### src/rtl/sto_pkg.sv
package sto_pkg;
    // ------------------------------------------------------------
    // Register offsets (byte addresses)
    // ------------------------------------------------------------
    localparam logic [7:0] OFS_CTRL = 8'h00;
    localparam logic [7:0] OFS_STATUS = 8'h04;
    localparam logic [7:0] OFS_IRQ_STAT = 8'h08;
    localparam logic [7:0] OFS_IRQ_MASK = 8'h0c;
    localparam logic [7:0] OFS_SAFE_ADDR = 8'h10;
    localparam logic [7:0] OFS_CONN = 8'h14;
    localparam logic [7:0] OFS_SERIAL = 8'h18;
    localparam logic [7:0] OFS_IMG_IN = 8'h1c;
    localparam logic [7:0] OFS_IMG_OUT = 8'h20;

    // ------------------------------------------------------------
    // Field positions
    // ------------------------------------------------------------
    localparam int CTRL_ACK_BIT = 0;
    localparam int CTRL_SW_ERR_BIT = 1;
    localparam int IRQ_GSHUT_BIT = 0;
    localparam int IRQ_GFAULT_BIT = 1;
    localparam int IRQ_MSHUT_BIT = 2;
    localparam int IRQ_LIMIT_BIT = 3;
    localparam int IRQ_W = 4;

    // ------------------------------------------------------------
    // Reset values and limits
    // ------------------------------------------------------------
    localparam logic [15:0] SAFE_ADDR_RST = 16'h0001;
    localparam int IMG_IN_BYTES = 7;
    localparam int IMG_OUT_BYTES = 7;
    localparam int IMG_USAGE_BYTES = 2;
    localparam int AXIS_A_BYTE = 0;
    localparam int AXIS_B_BYTE = 1;
    localparam int MAX_CONN = 8;
    localparam int MAX_CRC = 12;
    localparam int MAX_SAFE_BYTES = 24;
    localparam int MAX_TELEGRAM_BYTES = 51;
    localparam int SMALL_CONN_BYTES = 2;
    localparam int MAX_STD_IN_BYTES = 54;
    localparam int MAX_STD_OUT_BYTES = 62;
    localparam logic [31:0] SERIAL_DEFAULT = 32'h00001234; // Arbitrary value

    // ------------------------------------------------------------
    // Error states, ranked by severity
    // ------------------------------------------------------------
    typedef enum logic [3:0] {
        ST_RUN = 4'b0001,
        ST_MSHUT = 4'b0010,
        ST_GSHUT = 4'b0100,
        ST_GFAULT = 4'b1000
    } sto_state_t;

    typedef struct packed {
        logic transientFault;
        logic integrityFault;
        logic softwareFault;
    } sto_faults_t;

    typedef struct packed {
        logic axisA;
        logic axisB;
    } sto_axes_t;
endpackage : sto_pkg

### src/rtl/sto_error_supervisor.sv
`timescale 1ns/1ps
// Function
// Any detected malfunction forces safe torque-off
// Transient fault latches shutdown until power cycle
// Integrity fault latches permanent global fault
// Software fault shuts module; acknowledge clears
// Axis command low forces torque-off
// Input image seven bytes, two usage
// Output image seven bytes, two usage
// Axis A bit 0.0, axis B 1.0; the output image carries axis B at bit 0.1
// Report per-axis torque-off state, true enabled
// One switch-off path per axis, with feedback
// Sixteen-bit safety address, defaults to one
// At most 8 connections, 12 CRCs
// At most 24 safe bytes per connection
// Standard data limited 54 in, 62 out
// Readable unique serial number
// Report most severe state; torque-off held
module sto_error_supervisor
    import sto_pkg::*;
#(
    parameter logic [31:0] SERIAL_NUMBER = sto_pkg::SERIAL_DEFAULT
) (
    // Clock and reset
    input wire logic core_clk,
    input wire logic reset,
    // AHB-Lite slave
    input wire logic hsel,
    input wire logic [31:0] haddr,
    input wire logic [1:0] htrans,
    input wire logic hwrite,
    input wire logic [2:0] hsize,
    input wire logic [31:0] hwdata,
    input wire logic hready,
    output logic [31:0] hrdata,
    output logic hreadyout,
    output logic hresp,
    // Self-diagnosis fault inputs (asynchronous)
    input wire sto_pkg::sto_faults_t faultIn,
    // Safety process image from controller
    input wire logic [8*sto_pkg::IMG_IN_BYTES-1:0] imageIn,
    // Torque-off and status outputs
    output sto_pkg::sto_axes_t axisSwitchOffPath,
    output sto_pkg::sto_axes_t driveTorqueOffFeedback,
    output logic [8*sto_pkg::IMG_OUT_BYTES-1:0] imageOut,
    output sto_pkg::sto_state_t errorState,
    output logic irq
);
    import sto_pkg::*;

    // ------------------------------------------------------------
    // State
    // ------------------------------------------------------------
    typedef struct packed {
        sto_faults_t sync1;
        sto_faults_t sync2;
        logic [8*IMG_IN_BYTES-1:0] imgS1;
        logic [8*IMG_IN_BYTES-1:0] imgS2;
        logic gshut;
        logic gfault;
        logic mshut;
        sto_state_t state;
        sto_axes_t path;
        sto_axes_t feedback;
        logic [8*IMG_OUT_BYTES-1:0] img;
        logic [15:0] safeAddr;
        logic [3:0] connCount;
        logic [3:0] crcCount;
        logic [4:0] safeBytes;
        logic [5:0] stdIn;
        logic [5:0] stdOut;
        logic [IRQ_W-1:0] irqStat;
        logic [IRQ_W-1:0] irqMask;
        logic irq;
        logic dPend;
        logic dWrite;
        logic [7:0] dAddr;
        logic [31:0] rdata;
    } sto_regs_t;

    sto_regs_t r;
    sto_regs_t next_r;

    logic addrPhase;
    logic cmdA;
    logic cmdB;
    logic ack;
    logic limitErr;
    logic [IRQ_W-1:0] events;
    logic [4:0] reqSafe;
    logic [3:0] reqConn;
    logic [3:0] reqCrc;
    logic [5:0] reqIn;
    logic [5:0] reqOut;

    // ------------------------------------------------------------
    // Next-state logic
    // ------------------------------------------------------------
    always_comb begin
        next_r = r;
        addrPhase = hsel && hready && htrans[1];
        // Two-flop synchronisers for pin inputs
        next_r.sync1 = faultIn;
        next_r.sync2 = r.sync1;
        next_r.imgS1 = imageIn;
        next_r.imgS2 = r.imgS1;
        // Axis commands at bytes 0 and 1, bit 0
        cmdA = r.imgS2[8*AXIS_A_BYTE];
        cmdB = r.imgS2[8*AXIS_B_BYTE];
        ack = r.dPend && r.dWrite && (r.dAddr == OFS_CTRL) && hwdata[CTRL_ACK_BIT];

        // Latching error states
        if (r.sync2.transientFault) begin
            next_r.gshut = 1'b1;
        end
        if (r.sync2.integrityFault) begin
            next_r.gfault = 1'b1;
        end
        if (r.sync2.softwareFault ||
                (r.dPend && r.dWrite && r.dAddr == OFS_CTRL && hwdata[CTRL_SW_ERR_BIT])) begin
            next_r.mshut = 1'b1;
        end else if (ack) begin
            next_r.mshut = 1'b0;
        end

        // Most severe state wins
        if (r.gfault) begin
            next_r.state = ST_GFAULT;
        end else if (r.gshut) begin
            next_r.state = ST_GSHUT;
        end else if (r.mshut) begin
            next_r.state = ST_MSHUT;
        end else begin
            next_r.state = ST_RUN;
        end

        // Switch-off paths, high means motion allowed
        next_r.path.axisA = cmdA && (r.state == ST_RUN);
        next_r.path.axisB = cmdB && (r.state == ST_RUN);
        next_r.feedback = r.path;
        next_r.img = '0;
        next_r.img[8*AXIS_A_BYTE] = r.path.axisA;
        next_r.img[8*AXIS_A_BYTE+1] = r.path.axisB;

        // Capacity checks on configuration writes
        reqConn = hwdata[3:0];
        reqCrc = hwdata[7:4];
        reqSafe = hwdata[12:8];
        reqIn = hwdata[21:16];
        reqOut = hwdata[29:24];
        limitErr = 1'b0;

        // Interrupt events
        events = '0;
        events[IRQ_GSHUT_BIT] = r.sync2.transientFault && !r.gshut;
        events[IRQ_GFAULT_BIT] = r.sync2.integrityFault && !r.gfault;
        events[IRQ_MSHUT_BIT] = next_r.mshut && !r.mshut;

        // Bus data phase
        next_r.dPend = addrPhase;
        next_r.dWrite = hwrite;
        next_r.dAddr = haddr[7:0];
        if (r.dPend && r.dWrite) begin
            unique case (r.dAddr)
                OFS_IRQ_STAT: next_r.irqStat = r.irqStat & ~hwdata[IRQ_W-1:0];
                OFS_IRQ_MASK: next_r.irqMask = hwdata[IRQ_W-1:0];
                OFS_SAFE_ADDR: next_r.safeAddr = hwdata[15:0];
                OFS_CONN: begin
                    // Refuse configurations beyond capacity
                    if (reqConn > 4'(MAX_CONN) || reqCrc > 4'(MAX_CRC) ||
                            reqCrc < reqConn ||
                            reqSafe > 5'(MAX_SAFE_BYTES) ||
                            reqIn > 6'(MAX_STD_IN_BYTES) ||
                            reqOut > 6'(MAX_STD_OUT_BYTES)) begin
                        limitErr = 1'b1;
                    end else begin
                        next_r.connCount = reqConn;
                        next_r.crcCount = reqCrc;
                        next_r.safeBytes = reqSafe;
                        next_r.stdIn = reqIn;
                        next_r.stdOut = reqOut;
                    end
                end
                default: ;
            endcase
        end
        events[IRQ_LIMIT_BIT] = limitErr;
        // Set wins over clear
        next_r.irqStat = next_r.irqStat | events;
        next_r.irq = |(next_r.irqStat & next_r.irqMask);

        // Read data
        next_r.rdata = '0;
        if (addrPhase && !hwrite) begin
            unique case (haddr[7:0])
                OFS_CTRL: next_r.rdata = {31'h0, r.mshut};
                OFS_STATUS: next_r.rdata = {26'h0, r.path, r.state};
                OFS_IRQ_STAT: next_r.rdata = {28'h0, r.irqStat};
                OFS_IRQ_MASK: next_r.rdata = {28'h0, r.irqMask};
                OFS_SAFE_ADDR: next_r.rdata = {16'h0, r.safeAddr};
                OFS_CONN: next_r.rdata = {2'h0, r.stdOut, 2'h0, r.stdIn,
                    3'h0, r.safeBytes, r.crcCount, r.connCount};
                OFS_SERIAL: next_r.rdata = SERIAL_NUMBER;
                OFS_IMG_IN: next_r.rdata = {16'h0, r.imgS2[8*IMG_USAGE_BYTES-1:0]};
                OFS_IMG_OUT: next_r.rdata = {16'h0, r.img[8*IMG_USAGE_BYTES-1:0]};
                default: next_r.rdata = '0;
            endcase
        end
    end

    // ------------------------------------------------------------
    // Registers
    // ------------------------------------------------------------
    always_ff @(posedge core_clk) begin
        if (reset) begin
            r <= '0;
            r.state <= ST_RUN;
            r.safeAddr <= SAFE_ADDR_RST;
            r.mshut <= 1'b0;
        end else begin
            r <= next_r;
        end
    end

    // Outputs
    assign hrdata = r.rdata;
    assign hreadyout = 1'b1;
    assign hresp = 1'b0;
    assign axisSwitchOffPath = r.path;
    assign driveTorqueOffFeedback = r.feedback;
    assign imageOut = r.img;
    assign errorState = r.state;
    assign irq = r.irq;

    // ------------------------------------------------------------
    // Assertions
    // ------------------------------------------------------------
    property p_fault_safe;
        @(posedge core_clk) disable iff (reset)
        (r.state != ST_RUN) |=> !r.path.axisA && !r.path.axisB;
    endproperty
    a_fault_safe: assert property (p_fault_safe) else $error("torque not off");

    property p_gshut_sticky;
        @(posedge core_clk) disable iff (reset)
        r.gshut |=> r.gshut;
    endproperty
    a_gshut_sticky: assert property (p_gshut_sticky) else $error("shutdown lost");

    property p_gfault_state;
        @(posedge core_clk) disable iff (reset)
        r.gfault |=> (r.state == ST_GFAULT)[*3];
    endproperty
    a_gfault_state: assert property (p_gfault_state) else $error("fault state wrong");

    property p_ack_clear;
        @(posedge core_clk) disable iff (reset)
        (ack && !r.sync2.softwareFault && !hwdata[CTRL_SW_ERR_BIT]) |=> !r.mshut;
    endproperty
    a_ack_clear: assert property (p_ack_clear) else $error("ack ignored");

    property p_cmd_low;
        @(posedge core_clk) disable iff (reset)
        !cmdA |=> !r.path.axisA;
    endproperty
    a_cmd_low: assert property (p_cmd_low) else $error("axis a not off");

    property p_feedback;
        @(posedge core_clk) disable iff (reset)
        ##1 (r.feedback == $past(r.path));
    endproperty
    a_feedback: assert property (p_feedback) else $error("feedback mismatch");

    property p_report;
        @(posedge core_clk) disable iff (reset)
        ##1 (r.img[8*AXIS_A_BYTE] == $past(r.path.axisA));
    endproperty
    a_report: assert property (p_report) else $error("report mismatch");

    property p_limits;
        @(posedge core_clk) disable iff (reset)
        r.connCount <= 4'(MAX_CONN) && r.crcCount <= 4'(MAX_CRC)
            && r.safeBytes <= 5'(MAX_SAFE_BYTES);
    endproperty
    a_limits: assert property (p_limits) else $error("capacity exceeded");

    property p_severity;
        @(posedge core_clk) disable iff (reset)
        (r.gfault && r.gshut) |=> (r.state == ST_GFAULT);
    endproperty
    a_severity: assert property (p_severity) else $error("severity order");

    property p_trans_latch;
        @(posedge core_clk) disable iff (reset)
        r.sync2.transientFault |=> r.gshut;
    endproperty
    a_trans_latch: assert property (p_trans_latch) else $error("shutdown not latched");

    property p_gfault_sticky;
        @(posedge core_clk) disable iff (reset)
        r.gfault |=> r.gfault;
    endproperty
    a_gfault_sticky: assert property (p_gfault_sticky) else $error("fault lost");

    property p_mshut_set;
        @(posedge core_clk) disable iff (reset)
        r.sync2.softwareFault |=> r.mshut;
    endproperty
    a_mshut_set: assert property (p_mshut_set) else $error("module shutdown missed");

    property p_cmd_low_b;
        @(posedge core_clk) disable iff (reset)
        !cmdB |=> !r.path.axisB;
    endproperty
    a_cmd_low_b: assert property (p_cmd_low_b) else $error("axis b not off");

    property p_report_b;
        @(posedge core_clk) disable iff (reset)
        ##1 (r.img[8*AXIS_A_BYTE+1] == $past(r.path.axisB));
    endproperty
    a_report_b: assert property (p_report_b) else $error("report b mismatch");

    property p_image_pad;
        @(posedge core_clk) disable iff (reset)
        r.img[8*IMG_OUT_BYTES-1:2] == '0;
    endproperty
    a_image_pad: assert property (p_image_pad) else $error("image padding set");

    property p_gshut_state;
        @(posedge core_clk) disable iff (reset)
        (r.gshut && !r.gfault) |=> (r.state == ST_GSHUT);
    endproperty
    a_gshut_state: assert property (p_gshut_state) else $error("shutdown state wrong");

    property p_safe_bytes;
        @(posedge core_clk) disable iff (reset)
        r.safeBytes <= 5'(MAX_SAFE_BYTES);
    endproperty
    a_safe_bytes: assert property (p_safe_bytes) else $error("safe data too long");

    property p_std_limits;
        @(posedge core_clk) disable iff (reset)
        r.stdIn <= 6'(MAX_STD_IN_BYTES) && r.stdOut <= 6'(MAX_STD_OUT_BYTES);
    endproperty
    a_std_limits: assert property (p_std_limits) else $error("standard data too long");
endmodule : sto_error_supervisor

### config.mk
export PLATFORM = sky130hd
export DESIGN_NAME = sto_error_supervisor
export DESIGN_NICKNAME = d
export VERILOG_FILES = /design/src/rtl/sto_pkg.sv /design/src/rtl/sto_error_supervisor.sv
export SDC_FILE = /design/constraint.sdc
export NUM_CORES = 1
export LEC_CHECK = 0
export BUFFER_PORTS_ARGS = -buffer_cell sky130_fd_sc_hd__buf_2
export CAP_MARGIN = 20
export CORE_MARGIN = 4
export CORE_UTILIZATION = 40
export DETAILED_ROUTE_END_ITERATION = 8
export HOLD_SLACK_MARGIN = 0.05
export PLACE_DENSITY = 0.78
export SYNTH_ARGS = -nofsm -noshare
export SYNTH_HDL_FRONTEND = slang
export SYNTH_SLANG_ARGS = --single-unit
### constraint.sdc
create_clock -name core_clk -period 2.9 [get_ports core_clk]
set_clock_uncertainty 0.15 [all_clocks]
set_input_delay 0.58 -clock core_clk [delete_from_list [all_inputs] [get_ports core_clk]]
set_output_delay 0.58 -clock core_clk [all_outputs]
set_load 0.05 [all_outputs]
Word level (Yosys, flattened, before mapping)
Index checks and enable logic that the tools add are counted.
{"block": "word_totals", "regBits": 197, "input_bits": 133}
{"block": "op_classes", "n_lt_le_gt_ge": 6, "n_eq_ne": 13, "muxes": 12, "bitwise_logic": 6, "n_reduce_logical": 30}
{"operator": "one-hot mux 30 bit (9 select lines)", "n": 1}
{"operator": "equality test 8 x 5 -> 1 bit, second input constant", "n": 6}
{"operator": "equality test 8 x 4 -> 1 bit, second input constant", "n": 4}
{"operator": "logical NOT 8 bit", "n": 2}
{"operator": "> comparator 6 bit, second input constant", "n": 2}
{"operator": "logical AND 1 bit", "n": 12}
{"operator": "two-way mux 4 bit", "n": 3}
{"operator": "AND 4 bit", "n": 2}
{"operator": "equality test 8 x 3 -> 1 bit, second input constant", "n": 1}
{"operator": "equality test 8 x 6 -> 1 bit, second input constant", "n": 1}
{"operator": "> comparator 4 bit, second input constant", "n": 2}
{"operator": "two-way mux 8 bit", "n": 1}
{"operator": "logical OR 1 bit", "n": 6}
{"operator": "> comparator 5 bit, second input constant", "n": 1}
{"operator": "two-way mux 1 bit", "n": 5}
{"operator": "equality test 4 x 1 -> 1 bit, second input constant", "n": 1}
{"operator": "logical NOT 1 bit", "n": 4}
{"operator": "< comparator 4 bit", "n": 1}
{"operator": "NOT 4 bit", "n": 1}
{"operator": "bitwise OR 4 bit", "n": 1}
{"operator": "OR reduction 2 bit", "n": 2}
{"operator": "OR reduction 4 bit", "n": 1}
{"operator": "two-way mux 3 bit", "n": 1}
{"operator": "AND reduction 3 bit", "n": 1}
{"operator": "other kinds (4)", "n": 5}

Logic depth before layout (Yosys ltp)
Gate-level depths: netlist (run 1).
{"block": "depth", "depth_word": 12, "ltp_mapped": 9, "depth_no_buf": 7}

Worst setup path after synthesis (run 1)
No wires, ideal clock.
{"block": "synth_path", "kind": "input -> register", "start": "input port hwdata[3]", "end": "register r (netlist bit irq)", "setup_time_ns": 0.122, "arrival_time_ns": 2.090, "slack_ns": 0.538, "stages": 8, "n_path_buf": 1, "cell_sequence": "inv_1 -> ha_1 -> o21a_1 -> o22ai_1 -> or4_1 -> buf_2 -> a21o_1 -> a221o_1"}
{"block": "synth_between", "elab_chain_len": 12}
{"item": "start: declaration", "line_no": "sto_error_supervisor.sv:33", "rtl": "input wire logic [31:0] hwdata,"}
{"item": "> comparator 4 bit", "line_no": "sto_error_supervisor.sv:170", "rtl": "if (reqConn > 4'(MAX_CONN) || reqCrc > 4'(MAX_CRC) ||"}
{"item": "logical OR 1 bit (2 in a row)", "line_no": "sto_error_supervisor.sv:170"}
{"item": "logical OR 1 bit", "line_no": "sto_error_supervisor.sv:171", "rtl": "reqCrc < reqConn ||"}
{"item": "logical OR 1 bit", "line_no": "sto_error_supervisor.sv:172", "rtl": "reqSafe > 5'(MAX_SAFE_BYTES) ||"}
{"item": "logical OR 1 bit", "line_no": "sto_error_supervisor.sv:173", "rtl": "reqIn > 6'(MAX_STD_IN_BYTES) ||"}
{"item": "two-way mux 1 bit", "line_no": "sto_error_supervisor.sv:170"}
{"item": "two-way mux 1 bit", "line_no": "sto_error_supervisor.sv:164", "rtl": "unique case (r.dAddr)"}
{"item": "two-way mux 1 bit", "line_no": "sto_error_supervisor.sv:163", "rtl": "if (r.dPend && r.dWrite) begin"}
{"item": "bitwise OR 4 bit", "line_no": "sto_error_supervisor.sv:189", "rtl": "next_r.irqStat = next_r.irqStat | events;"}
{"item": "AND 4 bit *", "line_no": "sto_error_supervisor.sv:190", "rtl": "next_r.irq = |(next_r.irqStat & next_r.irqMask);"}
{"item": "OR reduction 4 bit *", "line_no": "sto_error_supervisor.sv:190"}
{"item": "end signal: assignment", "line_no": "sto_error_supervisor.sv:221", "rtl": "r <= next_r;"}
{"item": "end: declaration", "line_no": "sto_error_supervisor.sv:81", "rtl": "sto_regs_t r;"}
Mark *: on every way between the ends. The rest lies on a longest branch, timed or not.
A chain may end at the register's enable or synchronous reset.

Worst setup path after layout (run 1)
{"block": "layout_path", "start": "input port hwdata[3]", "end": "register r[69] (netlist bit)"}
{"block": "layout_between", "elab_chain_len": 8}
{"item": "> comparator 4 bit", "line_no": "sto_error_supervisor.sv:170"}
{"item": "logical OR 1 bit", "line_no": "sto_error_supervisor.sv:170"}
{"item": "logical OR 1 bit *", "line_no": "sto_error_supervisor.sv:170"}
{"item": "logical OR 1 bit *", "line_no": "sto_error_supervisor.sv:171"}
{"item": "logical OR 1 bit *", "line_no": "sto_error_supervisor.sv:172"}
{"item": "logical OR 1 bit *", "line_no": "sto_error_supervisor.sv:173"}
{"item": "NOT 1 bit (no line) *"}
{"item": "AND reduction 3 bit (no line) *"}
Marked as above.

==> metrics list, run 1 <==
- Run status: completed
- The portion of synthesized area spent on multiplexers is 1.463%.
* Number of enable-type register cells in the synthesized netlist: 0
- The detailed router finished its first iteration with between 200 and 250 violations.
- In the routed layout, each cell is associated on average with a via count of between 4 and 5.
- Across the run, the number of max-cap violations was 0.
* Die width: 125.9 microns
- The critical path in this run is classified as input port to flip-flop.
* Clock slew at reported path FFs: 0.06 ns
* Placed cell count: 823
- Syn Inst Count: 607
* Final critical path time including I/O delays and setup: 2.342 ns
* Total global routing track utilization: between 10% and 20%
* Total of endpoints with negative setup slack in the final report: 0
* Port Buf Inserts: slightly below 100
* Req. time, crit path: 3.08 ns
- Max Fclk: ~430 MHz
- Antenna Nets Post-Route: 0
- Summing the areas of all compound-gate instances in the mapped netlist gives a little over an eighth of the synthesized area.
- From bottom edge to top edge, the die measures ~130 microns.
* TritonCTS sink count: around 140
- In this run the count of I/O pins placed on the die edge is 232.
- Clock buffers created by TritonCTS: 17
* Unique cell type count in the Yosys netlist: 52
- TritonCTS built the clock tree.
- Sequential cells were found to cover between 40% and 50% of the synthesized design area.
* Setup repair after global routing missed its margin: no
* Primary flip-flop cell chosen by synthesis mapping: dfxtp_1
* Global-route wire length before repair: 19740 microns
* Leakage power: about 2.6 nW
- H-tree depth reported by CTS: 4
* Final TNS setup: 0 ns
- Power consumption: roughly 4.4 mW
- PwrDens: a little under 700 mW/mm^2
- Final net count: between 800 and 900
- Fraction of layout cells with a size suffix above 1: roughly 22%
- Post-synthesis sequential element count: 137
* Layout Cells excl Fill: roughly 860
- The final-report max-slew violation count was 0.
- Hold repair after CTS inserted 0 buffers.
* Ant. Diodes: 0
* Via count of the first global-routing pass: a little under 4000
* Sum of overflow across all layers after global routing: 0
- After detailed routing, the number of remaining DRC violations is 0.
- Yosys warning total: 0
- In this run the worst path has a maximum fanout of 13.
- Most numerous cell types in the synthesized netlist: dfxtp_1 (137), buf_4 (98), a21oi_1 (57)
- Avg Synthesized Cell Area: 9.156 sq um
* Total half-perimeter wirelength after legalization and detailed placement: between 8000 and 9000 microns
- The min-delay analysis places its worst path in the category input port to flip-flop.
- For the worst-skew pair, the clock arrives at the later sink with an insertion delay of 0.42 ns.
* Area growth from synthesis to layout: 13.44%
- By instance count, the leading cell after synthesis is dfxtp_1.
- Core Area: approximately 0.013 sq mm
- Post-Synth Simple-Gate Area: 19.14%
- Main combinational cell family by area after synthesis: simple AND/OR/NAND/NOR gates
- Proportion of register bits with asynchronous set or reset after synthesis: 0%
* Number of rows in the core area: 42
* Effective utilization at floorplan: just over 40%
* Critical Path Sink Type: flip-flop
- Leading cell types by total area after synthesis: dfxtp_1 (49%), buf_4 (13%), nor2b_1 (6.3%)
* Type of element launching the critical path: input port
- The cell area that synthesis handed to floorplanning was around 0.0056 sq mm.
- Top cell type by total area after synthesis: dfxtp_1
- The floorplan step defined a die boundary enclosing around 0.016 sq mm.
- CTS placed an instance of clkbuf_16 at the clock tree root.
- For the pin with the worst max-slew slack, the measured transition is 0.7091 ns.
* Adder and majority gate portion of the synthesized area: less than 1%
- Post-CTS timing repair inserted 0 buffers for setup.
- Headroom to the max-slew limit came out at around 53%.
- Entering global routing, the biggest net connects 47 pins.
- Summing the areas of all xor and xnor instances in the mapped netlist gives 0% of the synthesized area.
- The first detailed-routing pass took 5 iterations.
- Summed over its instances, the top area cell type makes up 49.35% of the synthesized netlist area.
* Wirelength, routed: approximately 13000 microns
- The final hold violation count came to 0.
- Max clock buf depth: 2
- Initial antenna violation count: 0
- For this block, the via count after detailed routing is 4119.
* Data arrival time of the critical path: between 2 and 3 ns
- Worst supply voltage drop on vdd: between 0.0005 and 0.0006 V
- The worst path uses between 80% and 90% of the clock period.
- Routed wirelength normalized by instance count: roughly 15 microns
- Post-CTS Resized: 0
- Final weighted congestion in routability-driven placement: about 0.86
[logic make-up after synthesis]
logic type / Yosys count
AO/OA/AOI/OAI: 121
adder cells (fa/ha/maj): 3
buffers and inverters: 138
flip-flops: 137
multiplexers: 8
other: 2
AND/OR/NAND/NOR: 198
[registers in the layout, summed over array words and instances, names as in the netlist, 2 cells and up]
signal / count
r: 79
hrdata: 28
next_r: 19
errorState: 4
axisSwitchOffPath: 2
[metal layers]
layer,track usage (%),wire (microns),up-vias
met5,0,0,-
met4,6.246,192,0
met3,5.207,1215,19
met2,25.52,6060,193
met1,19.47,5279,1890
li1,-,-,2017
[area by class of cell]
cell class,count,area [sq um]
inverter,8,30.03
clock inverter,13,128.9
multi-input combinational,390,2145
clock buffer,19,442.9
sequential,137,2743
timing repair buffer,112,595.6
tap,176,220.2
fill,1322,7096
[worst max-delay path, stage by stage]
cell and delay (ns):
buf_2 0.15, inv_1 0.07, ha_1 0.27, o21a_1 0.12, o22ai_1 0.12, nor4_4 0.61, buf_4 0.32, nand3_1 0.10
a21oi_1 0.19
[worst paths after layout]
kind                                   from           to  slack (ns)  cells past startpoint
worst min-delay path             imageIn[3]  next_r[162]        0.22                      2
worst max-delay path              hwdata[3]        r[69]        0.56                      9
worst max register to register        r[32]          irq        0.79                      5
worst min register to register  next_r[172]       r[172]        0.28                      1
[layout by cell type, fill, tap and decap left out, drive strengths merged, types with 4 or more instances in the layout]
cell      n
inv       8
and2     13
conb     60
clkbuf   19
nand3    30
mux2i     7
and3      5
nand2    42
a222oi    4
a22oi    14
dfxtp   137
buf     112
nor2     27
nor4      6
clkinv   10
a21oi    57
nor2b    56
o21ai    26
[through the flow]
| stage | utilization [%] | instance area, sq um | hold slack [ns] | setup WS (ns) |
|---|---|---|---|---|
| after floorplan | - | 5776 | 0.2638 | 0.5380 |
| after global placement | 42.78 | 5733 | 0.2719 | 0.2006 |
| after detailed placement | 42.78 | 5733 | 0.2720 | 0.1670 |
| after CTS | 47.05 | 6305 | 0.1994 | 0.5745 |
| after global routing | 47.05 | 6305 | 0.2138 | 0.4048 |
| final | 47.05 | 6305 | 0.2164 | 0.5579 |
[where the power goes]
group | switching, mW | internal (mW)
logic | 0.293 | 0.0823
clock network | 0.780 | 1.28
registers | 0.0205 | 1.92
total | 1.09 | 3.28
(Power assumes the default switching activity.)
==> inputs of run 2 (changes only) <==
==> constraint.sdc (replaced) <==
create_clock -name core_clk -period 2.4 [get_ports core_clk]
set_clock_uncertainty 0.15 [all_clocks]
set_input_delay 0.48 -clock core_clk [delete_from_list [all_inputs] [get_ports core_clk]]
set_output_delay 0.48 -clock core_clk [all_outputs]
set_load 0.05 [all_outputs]
==> run 2 against run 1 <==
- via count grew 3.3%
- hold slack lost 0.095 ns
- power grew 25%
- die area is the same
- non-clock buffer count grew 25
- core utilization grew 1.7 points
- flip-flop and latch count is the same
==> metrics list, run 2 (synthesis results as in run 1) <==
* Final net count: 827 (was 802)
* Number of optimization iterations in the first detailed-route pass: 5 (unchanged)
- Port Buf Inserts: 99 (unchanged)
- The remaining antenna violation count after routing is 0 (unchanged).
- Sw frac: 23.87% (was 24.99%)
- Final TNS setup: 0 ns (unchanged)
- The worst slack after detailed placement is -0.1380 ns (was 0.1670 ns).
* Post-detailed-route via-to-cell ratio: 4.846 (was 4.818)
* Hold WC Path Type: input port to flip-flop (unchanged)
* Clock buffers created by TritonCTS: 17 (unchanged)
- Initial antenna violation count: 0 (unchanged)
- Worst-path maximum fanout: 4 (was 13)
- The actual slew at the worst max-slew pin was 0.6914 ns (was 0.7091 ns).
- Worst supply voltage drop on vdd: 0.0004735 V (was 0.0005063 V)
- Largest stage delay on the critical path: 0.39 ns (was 0.61 ns)
- The number of gates resized after cts came to 0 (unchanged).
- Sum of overflow across all layers after global routing: 0 (unchanged)
* Type of element launching the critical path: flip-flop (was input port)
* Data arrival time of the critical path: 2.34 ns (was 2.53 ns)
- The total global routing track utilization was 15.91% (was 15.75%).
* Final critical path time including I/O delays and setup: about 2.2 ns
- Fraction of power consumed by sequential logic: 43.0% (was 44.4%)
* Clock share of power: 48.1% (was 47.0%)
* Fin. Hold Viols: 0 (unchanged)
- Maximum capacitance violations: 0 (unchanged)
- CTS tree: done (unchanged)
* Area growth from synthesis to layout: 17.49% (was 13.44%)
* Min setup slack post-route: 0.1958 ns (was 0.5579 ns)
* Max clock buf depth: 2 (unchanged)
* Fraction of layout cells with a size suffix above 1: 24.07% (was 21.94%)
* IO Count: 232 (unchanged)
* Via count of the first global-routing pass: 3986 (was 3894)
- The data required time at the worst endpoint was 2.53 ns (was 3.08 ns).
- Total of endpoints with negative setup slack in the final report: 0 (unchanged)
- The number of flip-flops under the largest register name was 79 (unchanged).
- The final-report max-slew violation count is 0 (unchanged).
* Register with the most flip-flops: r (unchanged)
- The relative slew slack came to 53.91% (was 52.60%).
- Routed wirelength normalized by instance count: 14.84 microns (was 14.91 microns)
- Derived from the worst setup path, the maximum achievable clock frequency is between 400 and 500 MHz.
- The cell at the root of the clock tree is clkbuf_16 (unchanged).
- Internal portion of total power: 4.156 mW (was 3.283 mW)
* Most common cell after layout, fill and taps aside: dfxtp_1 (unchanged)
- The nature of the critical path endpoint is a flip-flop (unchanged).
- The die footprint came to 0.01584 sq mm (unchanged).
* Part of the power in combinational logic: 8.9% (was 8.6%)
- Wirelength, routed: 13030 microns (was 12750 microns)
- The vertical die dimension was 125.9 microns (unchanged).
- Clk_lat worst skew: 0.42 ns (about the same)
* Global-route wire length before repair: 20020 microns (was 19740 microns)
- PwrDens: 835.9 mW/mm^2 (was 694.3 mW/mm^2)
- Cell Chain, Critical Path: nor4_2 -> nand4_1 -> mux2_2 -> a22o_1 -> a221o_1 (was buf_2 -> inv_1 -> ha_1 -> o21a_1 -> o22ai_1 -> nor4_4 -> buf_4 -> nand3_1 -> a21oi_1).
* Effective utilization at floorplan: 41.48% (unchanged)
- Initial drt markers: 270 (was 217)
- Count of vias placed by the detailed router: 4255 (was 4119)
* Critical path class: flip-flop to flip-flop (was input port to flip-flop)
- Maximum number of pins on one net before global-route repair: 69 (was 47)
- The total core area came to 0.01340 sq mm (unchanged).
- The clock transition at the registers of the reported paths is 0.06 ns (about the same).
* Highest-count cells in the layout ignoring fill and taps: dfxtp_1 (137), buf_2 (98), conb_1 (60) (unchanged)
- Switching Power: 1.303 mW (was 1.094 mW)
- Post-cts hold buffer count: 0 (unchanged)
- Die width: 125.9 microns (unchanged)
- The CTS H-tree depth is 4 (unchanged).
- Number of rows in the core area: 42 (unchanged)
- TritonCTS sink count: 137 (unchanged)
* Setup repair after global routing missed its margin: no (unchanged)
- Run status: completed (unchanged).
- In the finished design, the share of the clock period the worst path needs comes to 91.84%.
- Buffer count from post-CTS setup fixing: 0 (unchanged)
- Total half-perimeter wirelength after legalization and detailed placement: 9239 microns (was 8985 microns)
- The critical-path cell with the highest stage delay is mux2_2 (was nor4_4).
- Ant. Diodes: 0 (unchanged)
- Leakage power: 2.771 nW (was 2.644 nW)
* Final weighted congestion in routability-driven placement: 0.8727 (was 0.8627)
- The remaining design rule violation count is 0 (unchanged).
==> run 2: cell type report <==
cell class | instances | area [sq um]
Timing Repair Buffer | 137 | 795.8
Clock inverter | 6 | 115.1
Multi-Input combinational cell | 390 | 2145
Tap cell | 176 | 220.2
Fill cell | 1253 | 6870
Sequential cell | 137 | 2743
Inverter | 8 | 30.03
Clock buffer | 24 | 481.7
==> run 2: final timing paths <==
kind	startpoint	endpoint	slack, ns	cells past startpoint
worst max-delay path	r[32]	irq	0.20	5
worst max register to register	r[32]	irq	0.20	5
worst min-delay path	imageIn[6]	next_r[165]	0.12	2
worst min register to register	next_r[167]	cmdB	0.28	1
==> run 2: through the flow <==
stage               cell area (sq um)  hold WS [ns]  power (mW)  utilization [%]  std cells
finish                           6530        0.1210       5.459            48.73        878
global route                     6530        0.1141       5.629            48.73        878
CTS                              6530        0.1105       5.480            48.73        878
detailed placement               5933        0.2704       2.876            44.28        848
global placement                 5933        0.2678       2.873            44.28        848
floorplan                        5776        0.2638       2.812                -        665
==> run 2: worst max-delay path: cells and delay by family (launching register included) <==
family / cells / cell delay (ns)
flip-flops: 1 / 0.30
AO/OA/AOI/OAI: 2 / 0.51
AND/OR/NAND/NOR: 2 / 0.72
multiplexers: 1 / 0.39
==> run 2: metal layers <==
| metal | share of wire [%] | vias up | GRT usage (%) |
|---|---|---|---|
| met5 | 0 | - | 0 |
| met4 | 1.7 | 0 | 5.489 |
| met3 | 9.1 | 19 | 5.250 |
| met2 | 46 | 216 | 25.61 |
| met1 | 43 | 1953 | 20.13 |
| li1 | - | 2067 | - |
==> run 2: power by group through the flow <==
stage / Combinational, mW / Clock [mW] / Sequential, mW
after global placement: 0.477 / 0 / 2.40
after CTS: 0.481 / 2.65 / 2.35
after detailed placement: 0.479 / 0 / 2.40
after floorplan: 0.425 / 0 / 2.39
final: 0.483 / 2.63 / 2.35
after global routing: 0.515 / 2.76 / 2.35
==> inputs of run 3 (changes only) <==
--- a/config.mk
+++ b/config.mk
@@ -7,6 +7,7 @@
 export LEC_CHECK = 0
 export BUFFER_PORTS_ARGS = -buffer_cell sky130_fd_sc_hd__buf_2
 export CAP_MARGIN = 20
+export CORE_ASPECT_RATIO = 1.25
 export CORE_MARGIN = 4
 export CORE_UTILIZATION = 40
 export DETAILED_ROUTE_END_ITERATION = 8
==> run 3 against run 2 <==
- register-to-register slack better by 0.18 ns
- highest routed layer unchanged
- hold slack better by 0.0025 ns
- largest cell class unchanged
- non-clock buffer count is 6 lower
- critical endpoint is now r[56]
==> metrics list, run 3 (synthesis results as in run 1) <==
* Run status: completed (unchanged)
- Clock buffers created by TritonCTS: 17 (unchanged)
- Type of element launching the critical path: input port (was flip-flop)
- Most common cell after layout, fill and taps aside: dfxtp_1 (unchanged)
- The top routing layer in use is met4 (unchanged).
* Normalized max-slew margin: 53.18% (was 53.91%)
* Power consumption: 5.548 mW (was 5.459 mW)
* CTS tree: done (unchanged)
* Effective utilization at floorplan: 41.45% (was 41.48%)
* Clk_lat worst skew: 0.41 ns (was 0.42 ns)
- The layout cell share with drive strength beyond 1 came to 23.96% (was 24.07%).
- The nature of the critical path endpoint is a flip-flop (unchanged).
- The site row count is 47 (was 42).
- The largest register by flop count was r (unchanged).
- Layout Cells excl Fill: 868 (was 878)
- Number of DRC violations after detailed routing: 0 (unchanged)
- Post-cts hold buffer count: 0 (unchanged)
- The largest net degree at the start of global routing is 41 (was 69).
- The initial antenna violation count was 0 (unchanged).
* TritonCTS sink count: 137 (unchanged)
- The type of the setup path with the least slack is input port to flip-flop (was flip-flop to flip-flop).
- The share of the clock period used by the worst path is 86.46% (was 91.84%).
* Die area: 0.01586 sq mm (was 0.01584 sq mm)
* Final-report max-slew violation count: 0 (unchanged)
* H-tree depth reported by CTS: 4 (unchanged)
* Die height: 139.8 microns (was 125.9 microns)
* Ant. Diodes: 0 (unchanged)
- Total of endpoints with negative setup slack in the final report: 0 (unchanged)
- Storage cell area: 0.002743 sq mm (unchanged)
- The data required time at the worst endpoint is 2.53 ns (about the same).
* Via count of the first global-routing pass: 4041 (was 3986)
* Number of optimization iterations in the first detailed-route pass: 7 (was 5)
* Data arrival time of the critical path: 2.21 ns (was 2.34 ns)
- The wire length of the first global-routing pass is 20360 microns (was 20020 microns).
- The actual slew at the worst max-slew pin came to 0.6971 ns (was 0.6914 ns).
- Final net count: 821 (was 827)
- The total core area was 0.01341 sq mm (was 0.01340 sq mm).
- Setup repair after global routing missed its margin: no (unchanged).
* Port Buf Inserts: 99 (unchanged)
- Hold WC Path Type: input port to flip-flop (unchanged)
- Met2 wire len: 6248 microns (was 6009 microns)
- The final standard cell utilization of the core was 48.61% (was 48.73%).
- The total global routing track utilization is 16.19% (was 15.91%).
- The placement-stage cell area came to 0.005889 sq mm (was 0.005933 sq mm).
- Highest-count cells in the layout ignoring fill and taps: dfxtp_1 (137), buf_2 (98), conb_1 (60) (unchanged).
* Post-CTS Resized: 0 (unchanged)
- Placement Setup Slack: -0.04171 ns (was -0.1380 ns)
* Met1 wire length: 5252 microns (was 5610 microns)
* Die width: 113.4 microns (was 125.9 microns)
- Worst-path maximum fanout: 25 (was 4)
* Total area of multi-input combinational cells: 0.002145 sq mm (unchanged)
* Count of vias placed by the detailed router: 4214 (was 4255)
* Post-route cell area: 0.006518 sq mm (was 0.006530 sq mm)
* IO Count: 232 (unchanged)
- Filler instances: 1248 (was 1253)
- The critical-path cell with the highest stage delay is or4_1 (was mux2_2).
- Final weighted congestion in routability-driven placement: 0.8645 (was 0.8727)
- Final TNS setup: 0 ns (unchanged)
* Largest stage delay on the critical path: 0.52 ns (was 0.39 ns)
- The HPWL after detailed placement came to 9047 microns (was 9239 microns).
- Initial drt markers: 410 (was 270)
- The cell at the root of the clock tree is clkbuf_16 (unchanged).
- The final worst setup slack is 0.3250 ns (was 0.1958 ns).
- The total power per unit cell area came to 851.2 mW/mm^2 (was 835.9 mW/mm^2).
- Placed cell count: 837 (was 848)
- The number of flip-flops under the largest register name is 79 (unchanged).
* Routed wirelength normalized by instance count: 14.77 microns (was 14.84 microns)
- The number of setup buffers added after CTS was 0 (unchanged).
- Max Fclk: 481.9 MHz (was 453.7 MHz)
- The clock transition at the registers of the reported paths came to 0.06 ns (about the same).
- Leakage power: 2.756 nW (was 2.771 nW)
- The peak supply drop came to 0.0004427 V (was 0.0004735 V).
- Antenna Nets Post-Route: 0 (unchanged)
- Maximum capacitance violations: 0 (unchanged)
- Wirelength, routed: 12820 microns (was 13030 microns)
- Post-detailed-route via-to-cell ratio: 4.855 (was 4.846)
* Cell Chain, Critical Path: buf_2 -> inv_1 -> ha_1 -> o21a_1 -> o22ai_1 -> or4_1 -> buf_4 -> o21ai_0 -> a21oi_1 (was nor4_2 -> nand4_1 -> mux2_2 -> a22o_1 -> a221o_1)
- The maximum count of clock buffers along a single path was 2 (unchanged).
- The detailed route wirelength on metal3 was 1069 microns (was 1192 microns).
* Final critical path time including I/O delays and setup: 2.075 ns (was 2.204 ns)
- The final hold violation count came to 0 (unchanged).
- Hold_ws: 0.1235 ns (was 0.1210 ns)
- Sum of overflow across all layers after global routing: 0 (unchanged)
- The layout-stage area growth over the synthesis result came to 17.27% (was 17.49%).
-- run 3: changes by cell type in the layout (fill, tap and decap cells not counted), sizes merged --
cell      before  now
clkinvlp       1    2
clkinv         2    5
clkbuf        24   20
bufinv         3    4
buf          137  131
-- run 3: layer usage --
metal  vias to the layer above  track usage, %
met5                         -               0
met4                         0           6.835
met3                        20           4.386
met2                       203           27.00
met1                      1937           19.56
li1                       2054               -
-- run 3: path summary, 6_finish.rpt --
path	start	to	slack, ns	cells after the start
hold / removal	faultIn[1]	next_r[272]	0.12	2
setup reg to reg	r[32]	irq	0.38	6
setup / recovery	hwdata[3]	r[56]	0.32	9
hold reg to reg	next_r[271]	r[271]	0.28	1
-- run 3: critical path, delay by kind of cell --
| family | cells | cell delay, ns |
|---|---|---|
| AND/OR/NAND/NOR | 1 | 0.52 |
| adder cells (fa/ha/maj) | 1 | 0.27 |
| buffers and inverters | 3 | 0.40 |
| AO/OA/AOI/OAI | 4 | 0.54 |
-- run 3: where the power goes --
group / switching, mW / total, mW / internal, mW
clock network: 0.941 / 2.73 / 1.79
logic: 0.358 / 0.472 / 0.114
registers: 0.0230 / 2.35 / 2.32
total: 1.32 / 5.55 / 4.23
-- run 3: area by class of cell --
class                      count  share of cell area [%]
sequential                   137                   42.08
multi-input combinational    390                   32.90
timing repair buffer         131                   11.63
clock buffer                  20                   7.007
tap                          171                   3.283
clock inverter                11                   2.630
inverter                       8                  0.4607
